==> config.mk <==
export PLATFORM = sky130hd
export DESIGN_NAME = sfrb_bank
export DESIGN_NICKNAME = d
export VERILOG_FILES = /design/src/include/sfrb_pkg.sv /design/src/logic/sfrb_bank.sv /design/src/logic/sfrb_sync.sv /design/src/logic/sfrb_store.sv
export SDC_FILE = /design/constraint.sdc
export NUM_CORES = 1
export LEC_CHECK = 0
export BUFFER_PORTS_ARGS = -buffer_cell sky130_fd_sc_hd__buf_2
export CAP_MARGIN = 25
export CORE_ASPECT_RATIO = 1.25
export CORE_UTILIZATION = 64
export DETAILED_ROUTE_END_ITERATION = 8
export PLACE_DENSITY = 0.85
export SYNTH_ARGS = -nofsm -noshare
export SYNTH_HDL_FRONTEND = slang
export SYNTH_SLANG_ARGS = --single-unit
==> constraint.sdc <==
create_clock -name ref_clk -period 11 [get_ports ref_clk]
set_clock_uncertainty 0.15 [all_clocks]
set_input_delay 0 -clock ref_clk [delete_from_list [all_inputs] [get_ports ref_clk]]
set_output_delay 0 -clock ref_clk [all_outputs]
set_load 0.01 [all_outputs]
==> src/include/sfrb_pkg.sv <==
`default_nettype none
// shared constants and carriers for the bank 0 register map
package sfrb_pkg;

  // register offsets (printed offsets are not all multiples of four: these are indices)
  localparam logic [4:0] SFRB_IDX_INDIRECT_PORT = 5'h00;
  localparam logic [4:0] SFRB_IDX_TIMER0        = 5'h01;
  localparam logic [4:0] SFRB_IDX_PC_LOW        = 5'h02;
  localparam logic [4:0] SFRB_IDX_STATUS        = 5'h03;
  localparam logic [4:0] SFRB_IDX_POINTER       = 5'h04;
  localparam logic [4:0] SFRB_IDX_PORT_A        = 5'h05;
  localparam logic [4:0] SFRB_IDX_PORT_B        = 5'h06;
  localparam logic [4:0] SFRB_IDX_PORT_C        = 5'h07;
  localparam logic [4:0] SFRB_IDX_PC_LATCH      = 5'h0a;
  localparam logic [4:0] SFRB_IDX_INT_CTRL      = 5'h0b;
  localparam logic [4:0] SFRB_IDX_PERIPH_FLAGS  = 5'h0c;
  localparam logic [4:0] SFRB_IDX_TIMER1_LOW    = 5'h0e;
  localparam logic [4:0] SFRB_IDX_TIMER1_HIGH   = 5'h0f;
  localparam logic [4:0] SFRB_IDX_TIMER1_CTRL   = 5'h10;
  localparam logic [4:0] SFRB_IDX_TIMER2        = 5'h11;
  localparam logic [4:0] SFRB_IDX_TIMER2_CTRL   = 5'h12;
  localparam logic [4:0] SFRB_IDX_SERIAL_BUF    = 5'h13;
  localparam logic [4:0] SFRB_IDX_SERIAL_CTRL   = 5'h14;
  localparam logic [4:0] SFRB_IDX_CCP_LOW       = 5'h15;
  localparam logic [4:0] SFRB_IDX_CCP_HIGH      = 5'h16;
  localparam logic [4:0] SFRB_IDX_CCP_CTRL      = 5'h17;
  localparam logic [4:0] SFRB_IDX_ADC_RESULT    = 5'h1e;
  localparam logic [4:0] SFRB_IDX_ADC_CTRL      = 5'h1f;
  // control and status words of our own, in a gap of the printed bank or beyond it
  localparam logic [4:0] SFRB_IDX_PC_HIGH_VIEW  = 5'h18; // unused slot, kept zero
  localparam logic [5:0] SFRB_IDX_RESET_CAUSE   = 6'h20; // reset cause word
  localparam logic [5:0] SFRB_IDX_SOFT_RESET    = 6'h21; // soft reset command word

  // implemented-bit masks
  localparam logic [7:0] SFRB_MASK_FULL       = 8'hff;
  localparam logic [7:0] SFRB_MASK_PORT_A     = 8'h3f;
  localparam logic [7:0] SFRB_MASK_PC_LATCH   = 8'h1f;
  localparam logic [7:0] SFRB_MASK_PERIPH     = 8'h4f;
  localparam logic [7:0] SFRB_MASK_TIMER1_CTL = 8'h3f;
  localparam logic [7:0] SFRB_MASK_TIMER2_CTL = 8'h7f;
  localparam logic [7:0] SFRB_MASK_CCP_CTL    = 8'h3f;
  localparam logic [7:0] SFRB_MASK_ADC_CTL    = 8'hfd;

  // power-up reset values (unknown bits taken as zero)
  localparam logic [7:0] SFRB_RST_ZERO        = 8'h00;
  localparam logic [7:0] SFRB_RST_STATUS_POR  = 8'h18;
  // status bits on other resets: top three clear, bits 4:3 by condition, low three kept
  localparam logic [7:0] SFRB_STATUS_KEEP     = 8'h07;
  localparam logic [7:0] SFRB_STATUS_COND     = 8'h18;
  // port a: bit 4 kept on other resets, the rest cleared
  localparam logic [7:0] SFRB_PORT_A_KEEP     = 8'h10;
  // interrupt control: bit 0 kept on other resets
  localparam logic [7:0] SFRB_INT_CTRL_KEEP   = 8'h01;

  // reset cause word field positions
  localparam int SFRB_CAUSE_POR_BIT  = 0;
  localparam int SFRB_CAUSE_BOR_BIT  = 1;
  localparam int SFRB_CAUSE_MASTER_CLEAR_PIN_BIT = 2;
  localparam int SFRB_CAUSE_WDT_BIT  = 3;

  // bus request carrier
  typedef struct packed {
    logic       read;
    logic       write;
    logic [5:0] index;
    logic [7:0] wdata;
  } sfrb_req_t;

  // reset kinds
  typedef enum logic [1:0] {
    SFRB_RK_NONE  = 2'b00,
    SFRB_RK_POWER = 2'b01,
    SFRB_RK_OTHER = 2'b10
  } sfrb_rkind_t;

  // bus slave states
  typedef enum logic [1:0] {
    SFRB_ST_IDLE  = 2'b00,
    SFRB_ST_READ  = 2'b01,
    SFRB_ST_DONE  = 2'b10
  } sfrb_state_t;

endpackage
`default_nettype wire

==> src/logic/sfrb_bank.sv <==
`timescale 1ns/1ns
`default_nettype none
// Function
// - registers hold last written value until changed
// - unmapped locations read zero, ignore writes
// - unimplemented bits inside registers read zero
// - power resets load first set, others second
// - master clear and watchdog load second set
// - pc latch feeds upper program counter bits
module sfrb_bank (
  input  wire logic                  ref_clk,
  input  wire logic                  rst,
  input  wire logic [7:0]            avs_address,
  input  wire logic                  avs_read,
  input  wire logic                  avs_write,
  input  wire logic [31:0]           avs_writedata,
  input  wire logic [3:0]            avs_byteenable,
  output logic      [31:0]           avs_readdata,
  output logic                       avs_waitrequest,
  input  wire logic                  power_on_reset,
  input  wire logic                  brownout_reset,
  input  wire logic                  master_clear_pin,
  input  wire logic                  watchdog_reset,
  input  wire logic [7:0]            hw_status_set,
  input  wire logic [7:0]            hw_periph_flags_set,
  output logic      [4:0]            pc_upper_bits,
  output logic                       pc_upper_load,
  output logic      [7:0]            port_a_latch,
  output logic      [7:0]            adc_control_out
);
  import sfrb_pkg::*;

  // synchronised reset sources (all arrive from pins or other domains)
  logic [3:0]  rsrc_sync;
  logic        any_power;
  logic        any_other;
  sfrb_rkind_t rkind;

  sfrb_sync #(.WIDTH(4)) u_rsync (
    .ref_clk  (ref_clk),
    .rst      (rst),
    .async_in ({watchdog_reset, master_clear_pin, brownout_reset, power_on_reset}),
    .sync_out (rsrc_sync)
  );

  // power-up kinds win over the others when both come together
  always_comb begin
    any_power = rsrc_sync[0] | rsrc_sync[1];
    any_other = rsrc_sync[2] | rsrc_sync[3];
    if (any_power) begin
      rkind = SFRB_RK_POWER;
    end else if (any_other) begin
      rkind = SFRB_RK_OTHER;
    end else begin
      rkind = SFRB_RK_NONE;
    end
  end

  // bus side decode
  sfrb_req_t   req;
  logic        in_bank;
  logic        implemented;
  logic [7:0]  mask;
  logic        soft_rst_cmd;

  always_comb begin
    req.read  = avs_read;
    req.write = avs_write & avs_byteenable[0];
    req.index = avs_address[5:0];
    req.wdata = avs_writedata[7:0];
  end

  // per-index implemented-bit mask; zero mask means unmapped
  always_comb begin
    in_bank = (avs_address[7:5] == 3'b000);
    mask    = 8'h00;
    if (in_bank) begin
      unique case (req.index[4:0])
        SFRB_IDX_INDIRECT_PORT, SFRB_IDX_TIMER0, SFRB_IDX_PC_LOW,
        SFRB_IDX_STATUS, SFRB_IDX_POINTER, SFRB_IDX_PORT_B, SFRB_IDX_PORT_C,
        SFRB_IDX_INT_CTRL, SFRB_IDX_TIMER1_LOW, SFRB_IDX_TIMER1_HIGH,
        SFRB_IDX_TIMER2, SFRB_IDX_SERIAL_BUF, SFRB_IDX_SERIAL_CTRL,
        SFRB_IDX_CCP_LOW, SFRB_IDX_CCP_HIGH, SFRB_IDX_ADC_RESULT:
          mask = SFRB_MASK_FULL;
        SFRB_IDX_PORT_A:      mask = SFRB_MASK_PORT_A;
        SFRB_IDX_PC_LATCH:    mask = SFRB_MASK_PC_LATCH;
        SFRB_IDX_PERIPH_FLAGS: mask = SFRB_MASK_PERIPH;
        SFRB_IDX_TIMER1_CTRL: mask = SFRB_MASK_TIMER1_CTL;
        SFRB_IDX_TIMER2_CTRL: mask = SFRB_MASK_TIMER2_CTL;
        SFRB_IDX_CCP_CTRL:    mask = SFRB_MASK_CCP_CTL;
        SFRB_IDX_ADC_CTRL:    mask = SFRB_MASK_ADC_CTL;
        default:              mask = 8'h00;
      endcase
    end
    implemented  = (mask != 8'h00);
  end

  // bus slave handshake: write completes after one wait cycle, read waits one more for storage
  sfrb_state_t st_r;
  sfrb_state_t st_nxt;
  logic        wr_ack;

  always_comb begin
    st_nxt       = st_r;
    wr_ack       = 1'b0;
    soft_rst_cmd = 1'b0;
    unique case (st_r)
      SFRB_ST_IDLE: begin
        if (avs_read) begin
          st_nxt = SFRB_ST_READ;
        end else if (avs_write) begin
          st_nxt = SFRB_ST_DONE;
        end
      end
      SFRB_ST_READ: st_nxt = SFRB_ST_DONE;
      SFRB_ST_DONE: begin
        st_nxt       = SFRB_ST_IDLE;
        // a write lands only at the edge that samples waitrequest low
        wr_ack       = avs_write;
        soft_rst_cmd = req.write && (avs_address == {2'b00, SFRB_IDX_SOFT_RESET});
      end
      default:      st_nxt = SFRB_ST_IDLE;
    endcase
  end

  // storage: every bank byte register lives in static storage; the reset cause word is in flip-flops
  logic        init_busy_r;      // walks the array after a reset
  logic        init_busy_nxt;
  logic [4:0]  init_idx_r;
  logic [4:0]  init_idx_nxt;
  sfrb_rkind_t init_kind_r;
  sfrb_rkind_t init_kind_nxt;
  logic        st_we;
  logic [4:0]  st_waddr;
  logic [7:0]  st_wdata;
  logic [4:0]  st_raddr;
  logic [7:0]  st_rdata;
  logic [7:0]  init_val;
  logic        init_hit;
  logic [7:0]  rst_cause_r;
  logic [7:0]  rst_cause_nxt;

  sfrb_store #(.DEPTH(32), .AW(5)) u_store (
    .ref_clk (ref_clk),
    .we      (st_we),
    .waddr   (st_waddr),
    .wdata   (st_wdata),
    .raddr   (st_raddr),
    .rdata   (st_rdata)
  );

  // value for one location during the reset walk; other resets keep most contents
  always_comb begin
    init_hit = 1'b1;
    init_val = SFRB_RST_ZERO;
    unique case (init_idx_r)
      SFRB_IDX_INDIRECT_PORT, SFRB_IDX_PC_LOW, SFRB_IDX_PC_LATCH,
      SFRB_IDX_PERIPH_FLAGS, SFRB_IDX_TIMER2, SFRB_IDX_TIMER2_CTRL,
      SFRB_IDX_SERIAL_CTRL, SFRB_IDX_CCP_CTRL, SFRB_IDX_ADC_CTRL:
        init_val = SFRB_RST_ZERO;                      // same in both sets
      SFRB_IDX_STATUS: begin
        init_val = SFRB_RST_STATUS_POR;
        if (init_kind_r == SFRB_RK_OTHER) begin
          // q bits follow the condition; kept low bits come from the stored value
          init_val = (st_rdata & SFRB_STATUS_KEEP) | (hw_status_set & SFRB_STATUS_COND);
        end
      end
      SFRB_IDX_PORT_A:
        init_val = (init_kind_r == SFRB_RK_OTHER) ? (st_rdata & SFRB_PORT_A_KEEP)
                                                  : SFRB_RST_ZERO;
      SFRB_IDX_INT_CTRL:
        init_val = (init_kind_r == SFRB_RK_OTHER) ? (st_rdata & SFRB_INT_CTRL_KEEP)
                                                  : SFRB_RST_ZERO;
      SFRB_IDX_TIMER1_CTRL:
        init_hit = (init_kind_r != SFRB_RK_OTHER);     // unchanged on other resets
      default:
        init_hit = (init_kind_r != SFRB_RK_OTHER);     // unknown -> zero, or kept
    endcase
  end

  // port arbitration: reset walk reads then writes each location in two steps
  logic        walk_phase_r;
  logic        walk_phase_nxt;
  logic [7:0]  wr_val;

  always_comb begin
    wr_val   = (req.wdata & mask) | (hw_periph_flags_set & SFRB_MASK_PERIPH
               & {8{req.index[4:0] == SFRB_IDX_PERIPH_FLAGS}});   // set wins
    st_raddr = init_busy_r ? init_idx_r : req.index[4:0];
    st_we    = 1'b0;
    st_waddr = req.index[4:0];
    st_wdata = wr_val;
    if (init_busy_r) begin
      st_we    = walk_phase_r & init_hit;
      st_waddr = init_idx_r;
      st_wdata = init_val & SFRB_MASK_FULL;
    end else if (wr_ack && req.write && implemented) begin
      st_we = 1'b1;
    end
  end

  // walk sequencing after any reset request
  always_comb begin
    init_busy_nxt  = init_busy_r;
    init_idx_nxt   = init_idx_r;
    init_kind_nxt  = init_kind_r;
    walk_phase_nxt = walk_phase_r;
    rst_cause_nxt  = rst_cause_r;
    if (rkind != SFRB_RK_NONE || soft_rst_cmd) begin
      init_busy_nxt  = 1'b1;
      init_idx_nxt   = 5'h00;
      walk_phase_nxt = 1'b0;
      init_kind_nxt  = (rkind == SFRB_RK_POWER) ? SFRB_RK_POWER : SFRB_RK_OTHER;
      rst_cause_nxt  = {4'h0, rsrc_sync[3], rsrc_sync[2] | soft_rst_cmd,
                        rsrc_sync[1], rsrc_sync[0]};
    end else if (init_busy_r) begin
      walk_phase_nxt = ~walk_phase_r;
      if (walk_phase_r) begin
        init_idx_nxt = 5'(init_idx_r + 5'h01);
        if (init_idx_r == 5'h1f) begin
          init_busy_nxt = 1'b0;
        end
      end
    end
  end

  // read data path and outputs, all from flip-flops
  logic [31:0] rdata_r;
  logic [31:0] rdata_nxt;
  logic        wait_r;
  logic        wait_nxt;
  logic        rd_mapped_r;
  logic [7:0]  rd_mask_r;
  logic [5:0]  rd_index_r;
  logic [4:0]  pcu_r;
  logic [4:0]  pcu_nxt;
  logic        pcl_r;
  logic        pcl_nxt;
  logic [7:0]  pa_r;
  logic [7:0]  pa_nxt;
  logic [7:0]  adc_r;
  logic [7:0]  adc_nxt;

  always_comb begin
    rdata_nxt = rdata_r;
    // waitrequest drops for exactly the completion cycle of an access
    wait_nxt  = ~((st_nxt == SFRB_ST_DONE) && !init_busy_r);
    if (st_r == SFRB_ST_READ) begin
      if (rd_index_r == SFRB_IDX_RESET_CAUSE) begin
        rdata_nxt = {24'h000000, rst_cause_r};
      end else if (rd_mapped_r) begin
        rdata_nxt = {24'h000000, st_rdata & rd_mask_r};
      end else begin
        rdata_nxt = 32'h00000000;
      end
    end
    pcu_nxt = pcu_r;
    pcl_nxt = 1'b0;
    pa_nxt  = pa_r;
    adc_nxt = adc_r;
    if (init_busy_r && walk_phase_r && init_hit) begin
      if (init_idx_r == SFRB_IDX_PC_LATCH)  pcu_nxt = init_val[4:0];
      if (init_idx_r == SFRB_IDX_PORT_A)    pa_nxt  = init_val & SFRB_MASK_PORT_A;
      if (init_idx_r == SFRB_IDX_ADC_CTRL)  adc_nxt = init_val & SFRB_MASK_ADC_CTL;
    end else if (st_we && !init_busy_r) begin
      if (st_waddr == SFRB_IDX_PC_LATCH)    pcu_nxt = st_wdata[4:0];
      if (st_waddr == SFRB_IDX_PC_LOW)      pcl_nxt = 1'b1;
      if (st_waddr == SFRB_IDX_PORT_A)      pa_nxt  = st_wdata;
      if (st_waddr == SFRB_IDX_ADC_CTRL)    adc_nxt = st_wdata;
    end
  end

  // register everything; the storage array itself carries no reset
  always_ff @(posedge ref_clk) begin
    if (rst) begin
      st_r         <= SFRB_ST_IDLE;
      init_busy_r  <= 1'b1;
      init_idx_r   <= 5'h00;
      init_kind_r  <= SFRB_RK_POWER;
      walk_phase_r <= 1'b0;
      rst_cause_r  <= 8'h01;
      rdata_r      <= 32'h00000000;
      wait_r       <= 1'b1;
      rd_mapped_r  <= 1'b0;
      rd_mask_r    <= 8'h00;
      rd_index_r   <= 6'h00;
      pcu_r        <= 5'h00;
      pcl_r        <= 1'b0;
      pa_r         <= 8'h00;
      adc_r        <= 8'h00;
    end else begin
      // the bus holds off while the reset walk runs
      st_r         <= init_busy_r ? SFRB_ST_IDLE : st_nxt;
      init_busy_r  <= init_busy_nxt;
      init_idx_r   <= init_idx_nxt;
      init_kind_r  <= init_kind_nxt;
      walk_phase_r <= walk_phase_nxt;
      rst_cause_r  <= rst_cause_nxt;
      rdata_r      <= rdata_nxt;
      wait_r       <= wait_nxt;
      if (st_r == SFRB_ST_IDLE) begin
        rd_mapped_r <= implemented;
        rd_mask_r   <= mask;
        rd_index_r  <= (avs_address[7:6] != 2'b00) ? 6'h3f : avs_address[5:0];
      end
      pcu_r        <= pcu_nxt;
      pcl_r        <= pcl_nxt;
      pa_r         <= pa_nxt;
      adc_r        <= adc_nxt;
    end
  end

  assign avs_readdata    = rdata_r;
  assign avs_waitrequest = wait_r;
  assign pc_upper_bits   = pcu_r;
  assign pc_upper_load   = pcl_r;
  assign port_a_latch    = pa_r;
  assign adc_control_out = adc_r;
endmodule
`default_nettype wire

==> src/logic/sfrb_sync.sv <==
`timescale 1ns/1ns
`default_nettype none
// two flip-flop synchroniser for WIDTH pin-side levels
module sfrb_sync #(
  parameter int WIDTH = 1
) (
  input  wire logic             ref_clk,
  input  wire logic             rst,
  input  wire logic [WIDTH-1:0] async_in,
  output logic      [WIDTH-1:0] sync_out
);
  logic [WIDTH-1:0] meta_r;   // first stage, read only by the second
  logic [WIDTH-1:0] meta_nxt;
  logic [WIDTH-1:0] hold_r;   // second stage, safe to use
  logic [WIDTH-1:0] hold_nxt;

  // refuse an empty synchroniser at elaboration
  if (WIDTH < 1) begin : g_bad_width
    $error("sfrb_sync width must be at least one");
  end

  // next values: plain shift
  always_comb begin
    meta_nxt = async_in;
    hold_nxt = meta_r;
  end

  // register both stages
  always_ff @(posedge ref_clk) begin
    if (rst) begin
      meta_r <= '0;
      hold_r <= '0;
    end else begin
      meta_r <= meta_nxt;
      hold_r <= hold_nxt;
    end
  end

  assign sync_out = hold_r;
endmodule
`default_nettype wire

==> src/logic/sfrb_store.sv <==
`timescale 1ns/1ns
`default_nettype none
// small static storage array with registered read data
module sfrb_store #(
  parameter int DEPTH = 32,
  parameter int AW    = 5
) (
  input  wire logic          ref_clk,
  input  wire logic          we,
  input  wire logic [AW-1:0] waddr,
  input  wire logic [7:0]    wdata,
  input  wire logic [AW-1:0] raddr,
  output logic      [7:0]    rdata
);
  logic [7:0] mem_r [DEPTH];  // contents, no reset: values stand until rewritten
  logic [7:0] rdata_r;        // registered read port

  // refuse a depth that the address cannot reach, at elaboration
  if (DEPTH > (1 << AW)) begin : g_bad_depth
    $error("sfrb_store depth exceeds address range");
  end

  // write and read, both on the clock; read data lag the address by one edge
  always_ff @(posedge ref_clk) begin
    if (we) begin
      mem_r[waddr] <= wdata;
    end
    rdata_r <= mem_r[raddr];
  end

  assign rdata = rdata_r;
endmodule
`default_nettype wire

# Word level (Yosys, flattened, before mapping)
# Memories as Yosys holds them, arrays and structs flattened. A register that Yosys moved wholly into a read port is not among the register bits.
# Index checks and enable logic that the tools add are counted.
# W data, S select, Z words.
[word_totals] register_bits=93 ramBits=256 romBits=256 inputBits=68 output_inout_bits=55 elab_cells=126 n_memories=2
[classes] add_sub_neg=1 eq_ne=27 muxes=39 n_bitwise=13 reduce_logical=27
[mem_list] name="(name not given)" depth=32 word_bits=8 read_ports=1 rd_clocked_by_memory_dff=0 wr=0 line_no="sfrb_bank.sv:78" text="unique case (req.index[4:0])"
[mem_list] name="u_store.mem_r" depth=32 word_bits=8 read_ports=1 rd_clocked_by_memory_dff=1 wr=1 line_no="sfrb_store.sv:15" text="logic [7:0] mem_r [DEPTH];"
[ops] cell="$mux W8" n=12
[ops] cell="$mux W5" n=7
[ops] cell="$eq A5 B5 Y1 const B" n=6
[ops] cell="$eq A5 B4 Y1 const B" n=5
[ops] cell="$and A8 B8 Y8" n=2
[ops] cell="$eq A5 B2 Y1 const B" n=3
[ops] cell="$pmux W5 S3" n=1
[ops] cell="$mux W1" n=12
[ops] cell="$reduce_bool A2 Y1" n=6
[ops] cell="$reduce_or A12 Y1" n=1
[ops] cell="$eq A5 B3 Y1 const B" n=2
[ops] cell="$mux W2" n=5
[ops] cell="$reduce_and A3 Y1" n=3
[ops] cell="$and A7 B8 Y8" n=1
[ops] cell="$eq A8 B6 Y1 const B" n=1
[ops] cell="$or A8 B8 Y8" n=1
[ops] cell="$reduce_bool A8 Y1" n=1
[ops] cell="$logic_and A1 B1 Y1" n=7
[ops] cell="$eq A2 B2 Y1 const B" n=3
[ops] cell="$eq A6 B6 Y1 const B" n=1
[ops] cell="$mux W6" n=1
[ops] cell="$add A5 B1 Y5 const B" n=1
[ops] cell="$logic_not A5 Y1" n=1
[ops] cell="$or A3 B5 Y5" n=1
[ops] cell="other kinds (14)" n=23

# Depth between registers and ports, before layout
[depth] word_depth=9 ltp_mapped=9 depth_no_buf=7

# By module
# From an unflattened synthesis, not the netlist that was laid out.
[unflattened] cells_unflattened=795 area_unflattened_um2=13316.5
[modules_own_cells] mod="sfrb_store" n_inst=1 cells_each=417 area_per_inst_um2=10053.4 seq_area_each_um2=7847.5
[modules_own_cells] mod="sfrb_bank" n_inst=1 cells_each=362 area_per_inst_um2=3052.9 seq_area_each_um2=1181.1
[modules_own_cells] mod="sfrb_sync" n_inst=1 cells_each=16 area_per_inst_um2=210.2 seq_area_each_um2=160.2

# Least setup slack after synthesis
# No wires, ideal clock.
[synth_timing] path_type="register to register" start="reg init_busy_r" end="mem u_store.mem_r[0][5] (data pin)" setup_ps=791 t_arrival_ps=3689 t_required_ps=10059 path_slack_ps=6370 path_stages_with_launch=4 n_path_buf=2 period_less_slack_ps=4630 cell_sequence="dfxtp_1 > buf_6 > buf_2 > a2111oi_0"
[synth_via] elab_chain_cells=1
[synth_lines] element="start: declaration" line_no="sfrb_bank.sv:127" text="logic init_busy_r;"
[synth_lines] element="start signal: assignment" line_no="sfrb_bank.sv:294" text="init_busy_r <= init_busy_nxt;"
[synth_lines] element="$mux W8" line_no="sfrb_bank.sv:193" text="if (init_busy_r) begin"
[synth_lines] element="named net st_wdata[5]" line_no="sfrb_bank.sv:135" text="logic [7:0] st_wdata;"
[synth_lines] element="end: declaration" line_no="sfrb_store.sv:15"
# The timed path passes the listed nets, and every way through them passes these cells.

# Worst setup path in the final report
[layout_timing] start="reg init_busy_r" end="reg adc_r[7], in the netlist adc_control_out[7]"
[layout_via] elab_chain_cells=4 elab_cells_between_ends=15 classes_between="eq/ne: 2; mux: 6; reduce/logical: 7"
[layout_lines] element="$mux W5 (tied with other cells)" line_no="sfrb_bank.sv:193"
[layout_lines] element="$eq A5 B5 Y1 (tied with other cells)" line_no="sfrb_bank.sv:269" text="if (st_waddr == SFRB_IDX_ADC_CTRL) adc_nxt = st_wdata;"
[layout_lines] element="$reduce_bool A2 Y1 (no line) (tied with other cells)"
[layout_lines] element="$reduce_and A3 Y1 (no line) / $mux W8 (equally long branches)"
[layout_lines] element="end signal: assignment" line_no="sfrb_bank.sv:309" text="adc_r <= adc_nxt;"
[layout_lines] element="end: declaration" line_no="sfrb_bank.sv:241" text="logic [7:0] adc_r;"
# Several ways; a longest one is shown, not always the timed one. The select of a mux whose other input is x is not followed.
# A chain may end at the register's enable or synchronous reset.

==> flow_metrics.py <==
metrics = {
    "run_status": {
        "run_status": "complete, but fails checks",
        "violations": "negative hold slack",
    },
    "power": {
        "power_w": 0.002503,
        "clockPowerShare_pct": 42.1,
        "p_switching_w": 0.0005215,
        "switching_share_pct": 20.83,
        "power.leakage_nw": 5.380,
        "ir_drop_v": 0.0001308,
        "p_per_area_nw_per_um2": 159.0,
        "intPower_w": 0.001982,
        "sequentialPowerShare_pct": 53.8,
        "power_frac_comb_pct": 4.0,
    },
    "route": {
        "drc": 0,
        "post_drt_wl_per_cell_microns": 26.10,
        "detail-route-antenna-nets": 0,
        "dr.first_iter.drc_count": 1414,
        "viasPerCell": 6.805,
        "dr_total_vias": 9119,
        "dr.pass1.iters": 6,
        "totalWireLength_microns": 34970,
    },
    "synthesis": {
        "yosysTopAreaCell": "edfxtp_1",
        "yosysTopAreaCellShare_pct": 56.72,
        "synth_commonest_cells": "edfxtp_1 (256), dfxtp_1 (75), nand2_1 (70)",
        "synthArstFlopShare_pct": 0,
        "synth.most_common_cell": "edfxtp_1",
        "synth.distinct_cells": 75,
        "synthTopCellsByArea": "edfxtp_1 (57%), dfxtp_1 (11%), mux4_2 (7.5%)",
        "synth_area_per_cell_sq_um": 14.80,
        "synth_ff_type": "edfxtp_1",
        "synthCells": 916,
        "yosys_warnings": 0,
        "ys_seq_area_share_pct": 67.80,
        "syn-cell-area_sq_um": 13550,
        "synth-seq-cells": 331,
        "synth_edf_count": 256,
    },
    "finish": {
        "final_nets": 1116,
        "design_area_sq_um": 15750,
        "antenna_cells": 0,
        "fillCellCount": 1092,
        "drive_gt1_share_pct": 21.58,
        "syn_to_final_growth_pct": 16.19,
        "fin_cells": 1340,
    },
    "floorplan": {
        "start_util_pct": 65.10,
        "rows": 59,
        "dieArea_sq_um": 21770,
        "die_y_microns": 164.7,
        "io_pins": 123,
        "core_sq_um": 20820,
        "dieWidth_microns": 132.2,
    },
    "cts": {
        "cts_made_buffers": 29,
        "htreeDepth": 1,
        "cts_resized": 0,
        "postCtsSetupBuffers": 0,
        "hold_buffers": 42,
        "cts_buffer_depth": 3,
        "cts_tree": "built",
        "path_clk_slew_ns": 0.07,
        "clock-sinks": 331,
        "cts_root_buffer": "clkbuf_16",
        "clk_latency_ns": 0.58,
    },
    "worst_setup_path": {
        "cp-start-kind": "flip-flop",
        "cp_max_fo": 29,
        "crit_start": "init_busy_r$_SDFF_PP1_",
        "crit_type": "flip-flop to flip-flop",
        "critical_path_arrival_ns": 4.50,
        "path_delay_family": "buffers and inverters",
        "cpPeakStageDelay_ns": 0.79,
        "cp_cell_sequence": "buf_4 -> mux2_4 -> nand2_1 -> o41ai_4 -> o2111ai_1 -> dlygate4sd3_1 -> a21oi_1 -> dlygate4sd3_1",
        "r2r-start": "init_busy_r$_SDFF_PP1_",
        "path_buf_inv": 3,
        "critical_path.endpoint_type": "flip-flop",
        "critPathSlowestCell": "o41ai_4",
        "required_ns": 11.36,
        "crit_top_cell": "dlygate4sd3_1",
    },
    "sta": {
        "rsz0062_at_grt": "false",
        "worst_slew_margin_rel_pct": 32.76,
        "setup_viol": 0,
        "worst_pin_slew_ns": 0.9980,
        "fin_crit_sh_pct": 37.70,
        "slew_viol_final": 0,
        "period_needed_ns": 4.147,
        "clock.fmax_mhz": 241.1,
        "whs_ns": -0.03241,
        "finalSetupTns_ns": 0,
        "hold_viol": 13,
    },
    "min_path": {
        "hold_path_class": "primary input to flip-flop",
        "min_from": "avs_writedata[4]",
    },
    "grt": {
        "grt_pass1_vias": 9062,
        "grt_max_degree": 56,
        "antenna_found_initial": 1,
        "overflow": 0,
        "track_usage_pct": 32.20,
        "grt_pass1_wl_microns": 51650,
    },
    "place": {
        "dp_hpwl_microns": 20190,
        "dp.cells": 1238,
        "io_buffer_count": 62,
        "gp_congestion": 0.9216,
        "postPlaceCellArea_sq_um": 14210,
    },
    "run": {
        "cap_violations": 0,
    },
}
==> state kept, by name, indices dropped and copies added, names as in the netlist, 2 cells and up <==
signal	count
init_idx_r	5
adc_control_out	8
avs_readdata	8
rd_mask_r	6
rst_cause_r	4
st_r	2
u_rsync.sync_out	4
port_a_latch	8
rd_index_r	6
pc_upper_bits	5
u_store.rdata	8
u_rsync.hold_nxt	4
init_kind_r	2
u_store.mem_r	256
==> power by group through the flow <==
stage               registers [W]  clock network, W  logic [W]
floorplan                 0.00137                 0  0.0000668
global placement          0.00137                 0  0.0000815
detailed placement        0.00137                 0  0.0000834
CTS                       0.00135           0.00105  0.0000938
global route              0.00135           0.00111   0.000106
finish                    0.00135           0.00105   0.000101
==> layout make-up <==
class / instances / area (sq um) / area share (%)
sequential: 331 / 9189 / 58.35
multi-input combinational: 518 / 4005 / 25.43
timing repair buffer: 151 / 1176 / 7.469
clock buffer: 31 / 733.2 / 4.656
tap: 274 / 342.8 / 2.177
clock inverter: 23 / 256.5 / 1.629
inverter: 12 / 45.04 / 0.2860
==> cells by family (layout without fill, tap and decap cells) <==
group | after synthesis | count (layout) | synth area share, %
xor+xnor | 5 | 5 | 0.3232
mux | 81 | 81 | 10.24
simple gates | 245 | 245 | 9.260
other cells | 1 | 24 | 0.02767
compound gates | 158 | 158 | 8.392
flops | 331 | 331 | 67.80
buf+inv | 90 | 217 | 3.499
fa+ha+maj | 5 | 5 | 0.4616
==> through the flow <==
stage          worst slack [ns]  util (%)
5_1_grt                   6.658     75.65
2_1_floorplan             6.370         -
3_3_place_gp              6.976     67.63
4_1_cts                   6.971     75.05
3_5_place_dp              7.129     68.27
6_report                  6.853     75.65
==> tightest hold or removal path: cells and delay by family <==
family | cells | cell delay, ns
multiplexers | 1 | 0.20
AND/OR/NAND/NOR | 1 | 0.11
AO/OA/AOI/OAI | 2 | 0.21
buffers and inverters | 1 | 0.11
==> placed cells by master, fill, tap and decap left out, types with 4 or more instances in the layout <==
cell type and n:
mux2_2 6, and3_1 4, nand2_1 70, o211ai_1 6, a2111oi_0 4, mux2i_1 26, bufinv_16 5, edfxtp_1 256
clkinv_2 6, a211oi_1 10, and4_1 4, buf_16 5, nor3_1 50, nand3_1 21, dlygate4sd3_1 42, mux4_2 45
a21oi_1 39, buf_4 34, inv_1 12, a32oi_1 5, o21ai_0 17, nor2_1 29, o22ai_1 13, a22oi_1 20
nand4_1 4, conb_1 24, nor3b_1 5, or2_2 8, nor2b_1 19, clkbuf_16 29, buf_2 68, clkinv_1 6
ha_1 5, dfxtp_1 75, and2_1 6
==> final timing paths <==
check | end | slack [ns] | cells past startpoint
hold / removal | adc_control_out[4]$_SDFFE_PP0P_ | -0.03 | 5
setup / recovery | adc_control_out[7]$_SDFFE_PP0P_ | 6.85 | 8
setup reg to reg | adc_control_out[7]$_SDFFE_PP0P_ | 6.85 | 8
hold reg to reg | rd_mask_r[6]$_SDFFE_PP0P_ | 0.30 | 2
==> metal layers <==
layer | part of all wire [%] | global-route usage (%)
met1 | 33 | 37.62
met2 | 49 | 54.91
met3 | 11 | 6.262
met4 | 6.9 | 21.09
met5 | 0.037 | 0
No activity file was read; power rests on OpenSTA's default activity.
